--- src/core/acc_pkg.sv ---
// package: register map, field layout and types of the channel config bank
package acc_pkg;
  localparam int ADDR_W = 8;
  localparam int DATA_W = 16;
  localparam logic [7:0] ADDR_CHANNEL_CONFIG = 8'h18;
  localparam logic [7:0] ADDR_OFFSET_CAL_HIGH = 8'h19;
  localparam logic [7:0] ADDR_OFFSET_CAL_LOW = 8'h1A;
  localparam logic [7:0] ADDR_GAIN_CAL_HIGH = 8'h1B;
  localparam logic [7:0] ADDR_GAIN_CAL_LOW = 8'h1C;
  localparam logic [15:0] RST_CHANNEL_CONFIG = 16'h0000;
  localparam logic [15:0] RST_OFFSET_CAL_HIGH = 16'h0000;
  localparam logic [15:0] RST_OFFSET_CAL_LOW = 16'h0000;
  localparam logic [15:0] RST_GAIN_CAL_HIGH = 16'h8000;
  localparam logic [15:0] RST_GAIN_CAL_LOW = 16'h0000;
  localparam logic [15:0] RD_ZERO = 16'h0000;
  // writable bits of each register; all others are reserved
  localparam logic [15:0] MASK_CONFIG = 16'hFFC7;
  localparam logic [15:0] MASK_FULL = 16'hFFFF;
  localparam logic [15:0] MASK_LOW = 16'hFF00;
  localparam int PHASE_HI = 15;
  localparam int PHASE_LO = 6;
  localparam int DCOFF_BIT = 2;
  localparam int SEL_HI = 1;
  localparam int SEL_LO = 0;
  localparam int LOW_HI = 15;
  localparam int LOW_LO = 8;
  localparam logic [1:0] SEL_ANALOG = 2'h0;
  localparam logic [1:0] SEL_SHORT = 2'h1;
  localparam logic [1:0] SEL_POS_TEST = 2'h2;
  localparam logic [1:0] SEL_NEG_TEST = 2'h3;

  typedef enum logic [1:0] {
    ACC_IN_ANALOG,
    ACC_IN_SHORT,
    ACC_IN_POS_TEST,
    ACC_IN_NEG_TEST
  } acc_input_e;

  typedef struct packed {
    logic [15:0] channel_config;
    logic [15:0] offset_cal_high;
    logic [15:0] offset_cal_low;
    logic [15:0] gain_cal_high;
    logic [15:0] gain_cal_low;
    logic [15:0] rdata;
    logic dc_active;
  } acc_state_s;

  typedef struct packed {
    logic signed [9:0] phase_delay;
    logic dc_filter_off;
    logic [1:0] input_select;
    logic signed [23:0] offset_cal;
    logic [23:0] gain_cal;
  } acc_cal_s;
endpackage

--- src/core/acc_regs.sv ---
// channel configuration and calibration register bank with plain register port
// Overview of operation
// [RULE1] config bits 15:6 hold a signed 10-bit phase delay in modulator clock cycles.
// [RULE2] config bit 2 low leaves DC blocking to the global setting, high turns it off here.
// [RULE3] config bits 1:0 pick analog pins, shorted inputs, positive or negative test signal.
// [RULE4] the whole high offset register holds offset bits 23:8 of a signed 24-bit value.
// [RULE5] low offset register bits 15:8 hold offset bits 7:0, completing the signed offset.
// [RULE6] the gain correction is a 24-bit unsigned value spanning zero to just below two.
// [RULE7] the whole high gain register holds gain bits 23:8.
// [RULE8] low gain register bits 15:8 hold gain bits 7:0, completing the unsigned gain.
// [RULE9] the high gain register resets to 8000h so the gain starts at unity.
// [RULE10] the config register resets to all zeros.
// [RULE11] reserved bits read as zero and ignore writes.
`timescale 1ns/10ps
module acc_regs (
  input wire logic SYS_CLK,
  input wire logic RST_B,
  input wire logic [7:0] ADDR,
  input wire logic [15:0] WDATA,
  input wire logic WR,
  input wire logic RD,
  input wire logic GLOBAL_DC_FILTER_SETTING,
  output logic [15:0] RDATA,
  output logic signed [9:0] PHASE_DELAY,
  output logic DC_FILTER_ACTIVE,
  output logic [1:0] INPUT_SELECT,
  output logic signed [23:0] OFFSET_CAL,
  output logic [23:0] GAIN_CAL
);
  acc_pkg::acc_state_s state_r;
  acc_pkg::acc_state_s state_nxt;

  always_comb begin
    state_nxt = state_r;
    state_nxt.rdata = acc_pkg::RD_ZERO;
    if (WR) begin
      if (ADDR == acc_pkg::ADDR_CHANNEL_CONFIG) begin
        state_nxt.channel_config = WDATA & acc_pkg::MASK_CONFIG; // [RULE1] [RULE2] [RULE3] [RULE11]
      end else if (ADDR == acc_pkg::ADDR_OFFSET_CAL_HIGH) begin
        state_nxt.offset_cal_high = WDATA & acc_pkg::MASK_FULL; // [RULE4]
      end else if (ADDR == acc_pkg::ADDR_OFFSET_CAL_LOW) begin
        state_nxt.offset_cal_low = WDATA & acc_pkg::MASK_LOW; // [RULE5] [RULE11]
      end else if (ADDR == acc_pkg::ADDR_GAIN_CAL_HIGH) begin
        state_nxt.gain_cal_high = WDATA & acc_pkg::MASK_FULL; // [RULE7]
      end else if (ADDR == acc_pkg::ADDR_GAIN_CAL_LOW) begin
        state_nxt.gain_cal_low = WDATA & acc_pkg::MASK_LOW; // [RULE8] [RULE11]
      end
    end
    if (RD) begin
      if (ADDR == acc_pkg::ADDR_CHANNEL_CONFIG) begin
        state_nxt.rdata = state_r.channel_config;
      end else if (ADDR == acc_pkg::ADDR_OFFSET_CAL_HIGH) begin
        state_nxt.rdata = state_r.offset_cal_high;
      end else if (ADDR == acc_pkg::ADDR_OFFSET_CAL_LOW) begin
        state_nxt.rdata = state_r.offset_cal_low;
      end else if (ADDR == acc_pkg::ADDR_GAIN_CAL_HIGH) begin
        state_nxt.rdata = state_r.gain_cal_high;
      end else if (ADDR == acc_pkg::ADDR_GAIN_CAL_LOW) begin
        state_nxt.rdata = state_r.gain_cal_low;
      end else begin
        state_nxt.rdata = acc_pkg::RD_ZERO;
      end
    end
    // filter runs only when the global setting enables it and this channel does not veto
    state_nxt.dc_active = GLOBAL_DC_FILTER_SETTING &
                          ~state_nxt.channel_config[acc_pkg::DCOFF_BIT]; // [RULE2]
  end

  always_ff @(posedge SYS_CLK or negedge RST_B) begin
    if (!RST_B) begin
      state_r.channel_config <= acc_pkg::RST_CHANNEL_CONFIG; // [RULE10]
      state_r.offset_cal_high <= acc_pkg::RST_OFFSET_CAL_HIGH;
      state_r.offset_cal_low <= acc_pkg::RST_OFFSET_CAL_LOW;
      state_r.gain_cal_high <= acc_pkg::RST_GAIN_CAL_HIGH; // [RULE9]
      state_r.gain_cal_low <= acc_pkg::RST_GAIN_CAL_LOW;
      state_r.rdata <= acc_pkg::RD_ZERO;
      state_r.dc_active <= 1'b0;
    end else begin
      state_r <= state_nxt;
    end
  end

  assign RDATA = state_r.rdata;
  assign PHASE_DELAY = state_r.channel_config[acc_pkg::PHASE_HI:acc_pkg::PHASE_LO]; // [RULE1]
  assign DC_FILTER_ACTIVE = state_r.dc_active;
  assign INPUT_SELECT = state_r.channel_config[acc_pkg::SEL_HI:acc_pkg::SEL_LO]; // [RULE3]
  assign OFFSET_CAL = {state_r.offset_cal_high,
                       state_r.offset_cal_low[acc_pkg::LOW_HI:acc_pkg::LOW_LO]}; // [RULE4] [RULE5]
  assign GAIN_CAL = {state_r.gain_cal_high,
                     state_r.gain_cal_low[acc_pkg::LOW_HI:acc_pkg::LOW_LO]}; // [RULE6] [RULE7] [RULE8]

  property p_cfg_write;
    @(posedge SYS_CLK) disable iff (!RST_B)
      (WR && ADDR == acc_pkg::ADDR_CHANNEL_CONFIG) |=>
        (PHASE_DELAY == $past(WDATA[15:6]) && INPUT_SELECT == $past(WDATA[1:0]));
  endproperty
  a_cfg_write: assert property (p_cfg_write) else $error("config write not stored"); // [RULE1]

  property p_dc_filter;
    @(posedge SYS_CLK) disable iff (!RST_B)
      ##1 (DC_FILTER_ACTIVE == ($past(GLOBAL_DC_FILTER_SETTING) &&
           !state_r.channel_config[acc_pkg::DCOFF_BIT]));
  endproperty
  a_dc_filter: assert property (p_dc_filter) else $error("dc filter control wrong"); // [RULE2]

  property p_sel_hold;
    @(posedge SYS_CLK) disable iff (!RST_B)
      !(WR && ADDR == acc_pkg::ADDR_CHANNEL_CONFIG) |=> $stable(INPUT_SELECT);
  endproperty
  a_sel_hold: assert property (p_sel_hold) else $error("input select changed"); // [RULE3]

  property p_offset;
    @(posedge SYS_CLK) disable iff (!RST_B)
      (WR && ADDR == acc_pkg::ADDR_OFFSET_CAL_HIGH) |=> OFFSET_CAL[23:8] == $past(WDATA);
  endproperty
  a_offset: assert property (p_offset) else $error("offset high not stored"); // [RULE4]

  property p_offset_low;
    @(posedge SYS_CLK) disable iff (!RST_B)
      (WR && ADDR == acc_pkg::ADDR_OFFSET_CAL_LOW) |=> OFFSET_CAL[7:0] == $past(WDATA[15:8]);
  endproperty
  a_offset_low: assert property (p_offset_low) else $error("offset low not stored"); // [RULE5]

  property p_gain;
    @(posedge SYS_CLK) disable iff (!RST_B)
      (WR && ADDR == acc_pkg::ADDR_GAIN_CAL_HIGH) |=> GAIN_CAL[23:8] == $past(WDATA);
  endproperty
  a_gain: assert property (p_gain) else $error("gain high not stored"); // [RULE7]

  property p_gain_low;
    @(posedge SYS_CLK) disable iff (!RST_B)
      (WR && ADDR == acc_pkg::ADDR_GAIN_CAL_LOW) |=> GAIN_CAL[7:0] == $past(WDATA[15:8]);
  endproperty
  a_gain_low: assert property (p_gain_low) else $error("gain low not stored"); // [RULE8]

  property p_gain_reset;
    @(posedge SYS_CLK) $rose(RST_B) |-> GAIN_CAL == 24'h800000;
  endproperty
  a_gain_reset: assert property (p_gain_reset) else $error("gain not unity at reset"); // [RULE9]

  property p_cfg_reset;
    @(posedge SYS_CLK) $rose(RST_B) |-> (PHASE_DELAY == 10'h000 && INPUT_SELECT == 2'h0);
  endproperty
  a_cfg_reset: assert property (p_cfg_reset) else $error("config not zero at reset"); // [RULE10]

  property p_reserved;
    @(posedge SYS_CLK) disable iff (!RST_B)
      (RD && (ADDR == acc_pkg::ADDR_OFFSET_CAL_LOW || ADDR == acc_pkg::ADDR_GAIN_CAL_LOW))
        |=> RDATA[7:0] == 8'h00;
  endproperty
  a_reserved: assert property (p_reserved) else $error("reserved bits not zero"); // [RULE11]

  property p_cfg_reserved;
    @(posedge SYS_CLK) disable iff (!RST_B)
      (RD && ADDR == acc_pkg::ADDR_CHANNEL_CONFIG) |=> RDATA[5:3] == 3'h0;
  endproperty
  a_cfg_reserved: assert property (p_cfg_reserved) else $error("config reserved nonzero"); // [RULE11]

  // read data must mirror the fields that the outputs already show
  property p_rd_cfg;
    @(posedge SYS_CLK) disable iff (!RST_B)
      (RD && ADDR == acc_pkg::ADDR_CHANNEL_CONFIG) |=>
        RDATA[acc_pkg::PHASE_HI:acc_pkg::PHASE_LO] == $past(PHASE_DELAY);
  endproperty
  a_rd_cfg: assert property (p_rd_cfg) else $error("config read phase wrong"); // [RULE1]

  property p_rd_sel;
    @(posedge SYS_CLK) disable iff (!RST_B)
      (RD && ADDR == acc_pkg::ADDR_CHANNEL_CONFIG) |=>
        RDATA[acc_pkg::SEL_HI:acc_pkg::SEL_LO] == $past(INPUT_SELECT);
  endproperty
  a_rd_sel: assert property (p_rd_sel) else $error("config read select wrong"); // [RULE3]

  property p_rd_ocal_hi;
    @(posedge SYS_CLK) disable iff (!RST_B)
      (RD && ADDR == acc_pkg::ADDR_OFFSET_CAL_HIGH) |=>
        RDATA == $past(OFFSET_CAL[23:8]);
  endproperty
  a_rd_ocal_hi: assert property (p_rd_ocal_hi) else $error("offset high read wrong"); // [RULE4]

  property p_rd_ocal_lo;
    @(posedge SYS_CLK) disable iff (!RST_B)
      (RD && ADDR == acc_pkg::ADDR_OFFSET_CAL_LOW) |=>
        RDATA[acc_pkg::LOW_HI:acc_pkg::LOW_LO] == $past(OFFSET_CAL[7:0]);
  endproperty
  a_rd_ocal_lo: assert property (p_rd_ocal_lo) else $error("offset low read wrong"); // [RULE5]

  property p_rd_gcal_hi;
    @(posedge SYS_CLK) disable iff (!RST_B)
      (RD && ADDR == acc_pkg::ADDR_GAIN_CAL_HIGH) |=>
        RDATA == $past(GAIN_CAL[23:8]);
  endproperty
  a_rd_gcal_hi: assert property (p_rd_gcal_hi) else $error("gain high read wrong"); // [RULE7]

  property p_rd_gcal_lo;
    @(posedge SYS_CLK) disable iff (!RST_B)
      (RD && ADDR == acc_pkg::ADDR_GAIN_CAL_LOW) |=>
        RDATA[acc_pkg::LOW_HI:acc_pkg::LOW_LO] == $past(GAIN_CAL[7:0]);
  endproperty
  a_rd_gcal_lo: assert property (p_rd_gcal_lo) else $error("gain low read wrong"); // [RULE8]

  property p_rd_unmapped;
    @(posedge SYS_CLK) disable iff (!RST_B)
      (RD && (ADDR < acc_pkg::ADDR_CHANNEL_CONFIG || ADDR > acc_pkg::ADDR_GAIN_CAL_LOW)) |=>
        RDATA == acc_pkg::RD_ZERO;
  endproperty
  a_rd_unmapped: assert property (p_rd_unmapped) else $error("unmapped read nonzero"); // [RULE11]

  // read data stands for one cycle only
  property p_rd_idle;
    @(posedge SYS_CLK) disable iff (!RST_B)
      !RD |=>
        RDATA == acc_pkg::RD_ZERO;
  endproperty
  a_rd_idle: assert property (p_rd_idle) else $error("read data without read");

  property p_dc_veto;
    @(posedge SYS_CLK) disable iff (!RST_B)
      (WR && ADDR == acc_pkg::ADDR_CHANNEL_CONFIG && WDATA[acc_pkg::DCOFF_BIT]) |=>
        !DC_FILTER_ACTIVE;
  endproperty
  a_dc_veto: assert property (p_dc_veto) else $error("channel veto ignored"); // [RULE2]

  property p_dc_global_off;
    @(posedge SYS_CLK) disable iff (!RST_B)
      !GLOBAL_DC_FILTER_SETTING |=>
        !DC_FILTER_ACTIVE;
  endproperty
  a_dc_global_off: assert property (p_dc_global_off) else $error("filter on while off"); // [RULE2]

  property p_phase_hold;
    @(posedge SYS_CLK) disable iff (!RST_B)
      !(WR && ADDR == acc_pkg::ADDR_CHANNEL_CONFIG) |=>
        $stable(PHASE_DELAY);
  endproperty
  a_phase_hold: assert property (p_phase_hold) else $error("phase changed"); // [RULE1]

  property p_phase_sign;
    @(posedge SYS_CLK) disable iff (!RST_B)
      (WR && ADDR == acc_pkg::ADDR_CHANNEL_CONFIG) |=>
        (PHASE_DELAY < 0) == $past(WDATA[acc_pkg::PHASE_HI]);
  endproperty
  a_phase_sign: assert property (p_phase_sign) else $error("phase sign wrong"); // [RULE1]

  property p_ocal_hold;
    @(posedge SYS_CLK) disable iff (!RST_B)
      !(WR && (ADDR == acc_pkg::ADDR_OFFSET_CAL_HIGH || ADDR == acc_pkg::ADDR_OFFSET_CAL_LOW)) |=>
        $stable(OFFSET_CAL);
  endproperty
  a_ocal_hold: assert property (p_ocal_hold) else $error("offset changed"); // [RULE4]

  property p_gcal_hold;
    @(posedge SYS_CLK) disable iff (!RST_B)
      !(WR && (ADDR == acc_pkg::ADDR_GAIN_CAL_HIGH || ADDR == acc_pkg::ADDR_GAIN_CAL_LOW)) |=>
        $stable(GAIN_CAL);
  endproperty
  a_gcal_hold: assert property (p_gcal_hold) else $error("gain changed"); // [RULE6]

  // the halves of each 24-bit value update independently
  property p_ocal_hi_only;
    @(posedge SYS_CLK) disable iff (!RST_B)
      (WR && ADDR == acc_pkg::ADDR_OFFSET_CAL_HIGH) |=>
        OFFSET_CAL[7:0] == $past(OFFSET_CAL[7:0]);
  endproperty
  a_ocal_hi_only: assert property (p_ocal_hi_only) else $error("offset low disturbed"); // [RULE5]

  property p_ocal_lo_only;
    @(posedge SYS_CLK) disable iff (!RST_B)
      (WR && ADDR == acc_pkg::ADDR_OFFSET_CAL_LOW) |=>
        OFFSET_CAL[23:8] == $past(OFFSET_CAL[23:8]);
  endproperty
  a_ocal_lo_only: assert property (p_ocal_lo_only) else $error("offset high disturbed"); // [RULE4]

  property p_gcal_hi_only;
    @(posedge SYS_CLK) disable iff (!RST_B)
      (WR && ADDR == acc_pkg::ADDR_GAIN_CAL_HIGH) |=>
        GAIN_CAL[7:0] == $past(GAIN_CAL[7:0]);
  endproperty
  a_gcal_hi_only: assert property (p_gcal_hi_only) else $error("gain low disturbed"); // [RULE8]

  property p_gcal_lo_only;
    @(posedge SYS_CLK) disable iff (!RST_B)
      (WR && ADDR == acc_pkg::ADDR_GAIN_CAL_LOW) |=>
        GAIN_CAL[23:8] == $past(GAIN_CAL[23:8]);
  endproperty
  a_gcal_lo_only: assert property (p_gcal_lo_only) else $error("gain high disturbed"); // [RULE7]

  property p_unmapped_wr;
    @(posedge SYS_CLK) disable iff (!RST_B)
      (WR && (ADDR < acc_pkg::ADDR_CHANNEL_CONFIG || ADDR > acc_pkg::ADDR_GAIN_CAL_LOW)) |=>
        ($stable(GAIN_CAL) && $stable(OFFSET_CAL) && $stable(PHASE_DELAY) && $stable(INPUT_SELECT));
  endproperty
  a_unmapped_wr: assert property (p_unmapped_wr) else $error("unmapped write took effect"); // [RULE11]

  property p_rst_misc;
    @(posedge SYS_CLK)
      $rose(RST_B) |->
        (!DC_FILTER_ACTIVE && RDATA == acc_pkg::RD_ZERO && OFFSET_CAL == 24'h000000);
  endproperty
  a_rst_misc: assert property (p_rst_misc) else $error("outputs not clear at reset"); // [RULE10]

  property p_cfg_res_state;
    @(posedge SYS_CLK) disable iff (!RST_B)
      1'b1 |->
        (state_r.channel_config & ~acc_pkg::MASK_CONFIG) == acc_pkg::RD_ZERO;
  endproperty
  a_cfg_res_state: assert property (p_cfg_res_state) else $error("config reserved held"); // [RULE11]

  property p_low_res_state;
    @(posedge SYS_CLK) disable iff (!RST_B)
      1'b1 |->
        ((state_r.offset_cal_low | state_r.gain_cal_low) & ~acc_pkg::MASK_LOW) == acc_pkg::RD_ZERO;
  endproperty
  a_low_res_state: assert property (p_low_res_state) else $error("low reserved held"); // [RULE11]
endmodule

--- config.mk ---
export PLATFORM = sky130hd
export DESIGN_NAME = acc_regs
export DESIGN_NICKNAME = d
export VERILOG_FILES = /design/src/core/acc_pkg.sv /design/src/core/acc_regs.sv
export SDC_FILE = /design/constraint.sdc
export NUM_CORES = 1
export LEC_CHECK = 0
export BUFFER_PORTS_ARGS = -buffer_cell sky130_fd_sc_hd__buf_2
export CORE_MARGIN = 4
export CORE_UTILIZATION = 30
export CTS_CLUSTER_SIZE = 30
export DETAILED_ROUTE_END_ITERATION = 12
export SYNTH_ARGS = -nofsm -noshare
export SYNTH_HDL_FRONTEND = slang
export SYNTH_SLANG_ARGS = --single-unit
--- constraint.sdc ---
create_clock -name SYS_CLK -period 1.3 [get_ports SYS_CLK]
set_input_delay 0.065 -clock SYS_CLK [delete_from_list [all_inputs] [get_ports SYS_CLK]]
set_output_delay 0.065 -clock SYS_CLK [all_outputs]
set_load 0.01 [all_outputs]
* After elaboration in Yosys (flattened, before gate mapping)
Cells that the tools add are included.
W data, S select, Z words.
** Cells by class
- Eq/ne operators :: 5
- Multiplexer cells :: 16
- Bitwise logic cells :: 6
- Reductions and logical operators :: 5
** Operator list (count)
- $mux W16 :: 11
- $mux W67 :: 1
- $mux W64 :: 1
- $mux W48 :: 1
- $eq A8 B5 Y1 const B :: 5
- $mux W32 :: 1
- $reduce_and A6 Y1 :: 1
- $not A1 Y1 :: 5
- $reduce_and A5 Y1 :: 1
- $reduce_and A4 Y1 :: 1
- $mux W3 :: 1
- $reduce_and A3 Y1 :: 1
- $reduce_and A2 Y1 :: 1
- $and A1 B1 Y1 :: 1
** Storage, ports and cells
- Flip-flop bits (word level) :: 78

* Logic depth before layout (Yosys ltp)
- Depth after elaboration :: 9
- Gate-level depth with buffers :: 6

* Worst setup path before layout
No wires, ideal clock.
- Path kind :: input to register
- From :: input port ADDR[5]
- To :: register state_r, in the netlist GAIN_CAL[10]
- Setup time :: 125 ps
- Data arrival time :: 1203 ps
- Path slack :: -28 ps
- Cell stages on the path :: 5
- Path through :: and3b_1 > nand4_2 > nor2_4 > buf_6 > mux2_2
** Between the ends
- Cells in the longest elaborated chain, start to end :: 3
- Elaborated cells on any way between the ends :: 8
- Those cells by class :: 4 x eq/ne; 3 x bitwise; 1 x reduce/logical
** Ends and longest elaborated chain
- start, declared :: RTL line acc_regs.sv:18 : input wire logic [7:0] ADDR,
- $eq A8 B5 Y1 (on tied branches) :: RTL line acc_regs.sv:41, acc_regs.sv:37, acc_regs.sv:39
- $not A1 Y1 (no line)
- $reduce_and A5 Y1 (no line) *
- end signal, assigned :: RTL line acc_regs.sv:79 : state_r <= state_nxt;
- end, declared :: RTL line acc_regs.sv:30 : acc_pkg::acc_state_s state_r;
Mark *: on every way between the ends. The rest lies on a longest branch, timed or not.
A chain may end at the register's enable or synchronous reset.

==> run_results.csv <==
group,metric,value,unit
clock_tree,htreeDepth,3,
sta,setup_viol,0,
final_layout,antennaDiodeCount,0,
clock_tree,root_buffer,"clkbuf_16",
sta,min_period,1180,ps
power,power.switching,0.00128,W
grt,use_met3,0.0416,
worst_setup_path,critPathMaxFanout,3,
detailed_routing,drt_wl_total,9.80,mm
power,p_total,0.00588,W
grt,grtUsageMet2,0.218,
grt,grt_max_degree,79,
worst_setup_path,cp_data_arrival_time,1390,ps
detailed_routing,vias,2515,
worst_setup_path,endpoint_kind,"flop",
final_layout,final_nets,403,
grt,grt_pass1_vias,2689,
floorplanning,dieWidth,123,µm
worst_setup_path,cp_data_required_time,1500,ps
synth,synth_edf_count,0,
worst_setup_path,critPathLaunchType,"flop",
worst_setup_path,cp_top_family,"multiplexers",
detailed_routing,drtIter0Drc,98,
worst_setup_path,r2r_start,"GAIN_CAL[18]",
clock_tree,cts_tree,"built",
synth,netlist_area,3980,µm²
grt,grt_overflow,0,
worst_setup_path,rr_worst_depth,3,
power,intPower,0.00460,W
clock_tree,cts_hold_buf,10,
sta,skew,4.12,ps
status,status,"finished, final reports clean",
floorplanning,core_area,12800,µm²
floorplanning,io_pins,106,
final_layout,fill_cells,1271,
synth,yosys_warnings,0,
floorplanning,initial_core_util,0.311,
synth,async_flop_share,1.00,
grt,grt_usage,0.135,
clock_tree,cts_buffers,9,
worst_setup_path,crit_chain,"mux4_2, nand2b_1, a21oi_1",
power,p_sw_frac,0.218,
clock_tree,postCtsSetupBuffers,0,
place,hpwl,7.34,mm
synth,ys_seq_area_frac,0.491,
hold_path,hold_depth,2,
worst_setup_path,reg2reg_slack,120,ps
worst_setup_path,critPathBufInv,0,
power,powerDensity,1260,nW/µm²
synth,synth_seq_cells,78,
power,clkPwrFrac,0.470,
power,seqPwrFrac,0.441,
sta,slew-limit-headroom,0.712,
clock_tree,postCtsResizedCells,0,
sta,rsz0062_at_grt,"no",
place,dpl_worst_slack,-218,ps
grt,top_usage_layer,"met2",
detailed_routing,ant_nets,0,
hold_path,hp-class,"input port to flop",
detailed_routing,drc,0,
worst_setup_path,crit_type,"flop to flop",
synth,avgSynthCellArea,12.4,µm²
worst_setup_path,slowest_stage,"mux4_2",
floorplanning,row_count,41,
hold_path,min_from,"WDATA[14]",
power,p_comb_frac,0.089,
sta,finalSetupTns,0,ps
sta,finalHoldViolations,0,
detailed_routing,firstDrtPassIters,7,
power,vdd_drop_max,0.458,mV
grt,grt_use_met1,0.174,
final_layout,instances_no_fill,551,
grt,antenna_found_initial,0,
place,place_congestion,0.758,
worst_setup_path,reg2reg_to,"RDATA[10]",
sta,fin_crit_sh,0.911,
place,post-place-cells,525,
power,leakagePower,2.48,nW
worst_setup_path,max_stage_delay,480,ps
detailed_routing,viasPerCell,4.56,
synth,synthCells,321,
sta,fmax,0.844,GHz
sta,final_max_slew_viol_count,0,
clock_tree,clock-sinks,78,
flow_run,max_cap_viol_count,0,
hold_path,worstHoldEndpoint,"PHASE_DELAY[8]",
place,portBuffers,105,
synth,synth_cell_types,33,
sta,worst_slack,115,ps
synth,dominantRegCellSynth,"dfrtp_1",
floorplanning,die_y,123,µm
clock_tree,clk_latency,330,ps
synth,syn_nets,350,
clock_tree,clk_pin_slew,60,ps
sta,worst_pin_slew,430,ps
final_layout,drive_gt1_frac,0.559,
floorplanning,die_area,15200,µm²
clock_tree,cts_max_path_buffers,2,
final_layout,area.growth.synth_to_final,17.5,%
grt,grt_pass1_wl,15.3,mm
detailed_routing,wl_per_cell,17.8,µm
metal layers:
layer | up-vias | share of wire | routed length (µm)
met5 | - | 0 | 0
met2 | 83 | 0.47 | 4630
met1 | 1271 | 0.44 | 4360
met3 | 11 | 0.067 | 659
li1 | 1150 | - | -
met4 | 0 | 0.016 | 153
kinds of logic (layout without fill, tap and decap cells):
family,after synthesis,in the layout,synth area share
buffers and inverters,92,150,0.167
DFF,78,78,0.491
muxes,77,77,0.218
and+or+nand+nor,47,47,0.0721
AOI/OAI and AO/OA,27,27,0.0510
cell usage in the layout, fill, tap and decap left out, types with 2 or more instances in the layout:
master and count:
buf_2 104, dfrtp_1 77, mux2_2 66, nor2_1 16, buf_4 15, dlygate4sd3_1 10
clkbuf_16 9, nand2_1 8, mux2i_1 8, o21ai_0 7, nor2b_1 7, o2bb2ai_1 7
a32o_1 7, a31oi_1 5, nand3_1 3, clkbuf_8 3, buf_12 3, inv_1 2
nor2_4 2, mux2_1 2, bufinv_16 2
power groups by stage:
stage / clock [W] / combinational, W / sequential (W)
3_5_place_dp: 0 / 0.000512 / 0.00264
2_1_floorplan: 0 / 0.000361 / 0.00261
5_1_grt: 0.00293 / 0.000579 / 0.00261
3_3_place_gp: 0 / 0.000502 / 0.00263
6_report: 0.00276 / 0.000525 / 0.00259
4_1_cts: 0.00283 / 0.000537 / 0.00259
worst max path at each step:
stage | endpoint | cells past startpoint | start
finish | RDATA[10] | 3 | GAIN_CAL[18]
global route | RDATA[11] | 6 | ADDR[2]
CTS | RDATA[10] | 3 | GAIN_CAL[18]
detailed placement | RDATA[15] | 6 | ADDR[2]
global placement | RDATA[9] | 6 | ADDR[5]
floorplan | GAIN_CAL[10] | 5 | ADDR[5]
through the flow:
step | area (µm²) | hold slack (ps) | util
2_1_floorplan | 3990 | -231 | -
3_3_place_gp | 4240 | 119 | 0.332
3_5_place_dp | 4240 | 127 | 0.332
4_1_cts | 4670 | 14.4 | 0.366
5_1_grt | 4670 | 27.3 | 0.366
6_report | 4670 | 26.4 | 0.366
cells in the mapped netlist (2+ instances only):
master	instances	area share
nand3_1	3	0.0038
a31oi_1	5	0.0079
mux2_2	66	0.19
inv_1	2	0.0019
o21ai_0	7	0.0088
dfrtp_1	77	0.48
a32o_1	7	0.018
buf_2	3	0.0038
mux2i_1	8	0.020
buf_4	78	0.15
nand2_1	8	0.0076
o2bb2ai_1	7	0.015
clkbuf_1	5	0.0047
nor2_4	2	0.0057
buf_6	3	0.0085
nor2_1	16	0.015
nor2b_1	7	0.011
mux2_1	2	0.0057
cell type report:
| cell class | count | area [µm²] | area share |
|---|---|---|---|
| Sequential cell | 78 | 1950 | 0.418 |
| Timing Repair Buffer | 132 | 793 | 0.170 |
| Multi-Input combinational cell | 151 | 1370 | 0.293 |
| Clock inverter | 3 | 65.1 | 0.0139 |
| Tap cell | 172 | 215 | 0.0461 |
| Inverter | 2 | 7.51 | 0.00161 |
| Clock buffer | 13 | 270 | 0.0578 |
sequential cells by signal, indices dropped and copies added (netlist names):
signal and count:
DC_FILTER_ACTIVE 1, INPUT_SELECT 2, GAIN_CAL 24, RDATA 16, PHASE_DELAY 10, state_r 1
OFFSET_CAL 24
worst reg2reg max path, stage by stage (launching register included):
cell	delay [ps]
dfrtp_1	410
mux4_2	480
nand2b_1	80
a21oi_1	80
Power figures use the tool's default switching activity.
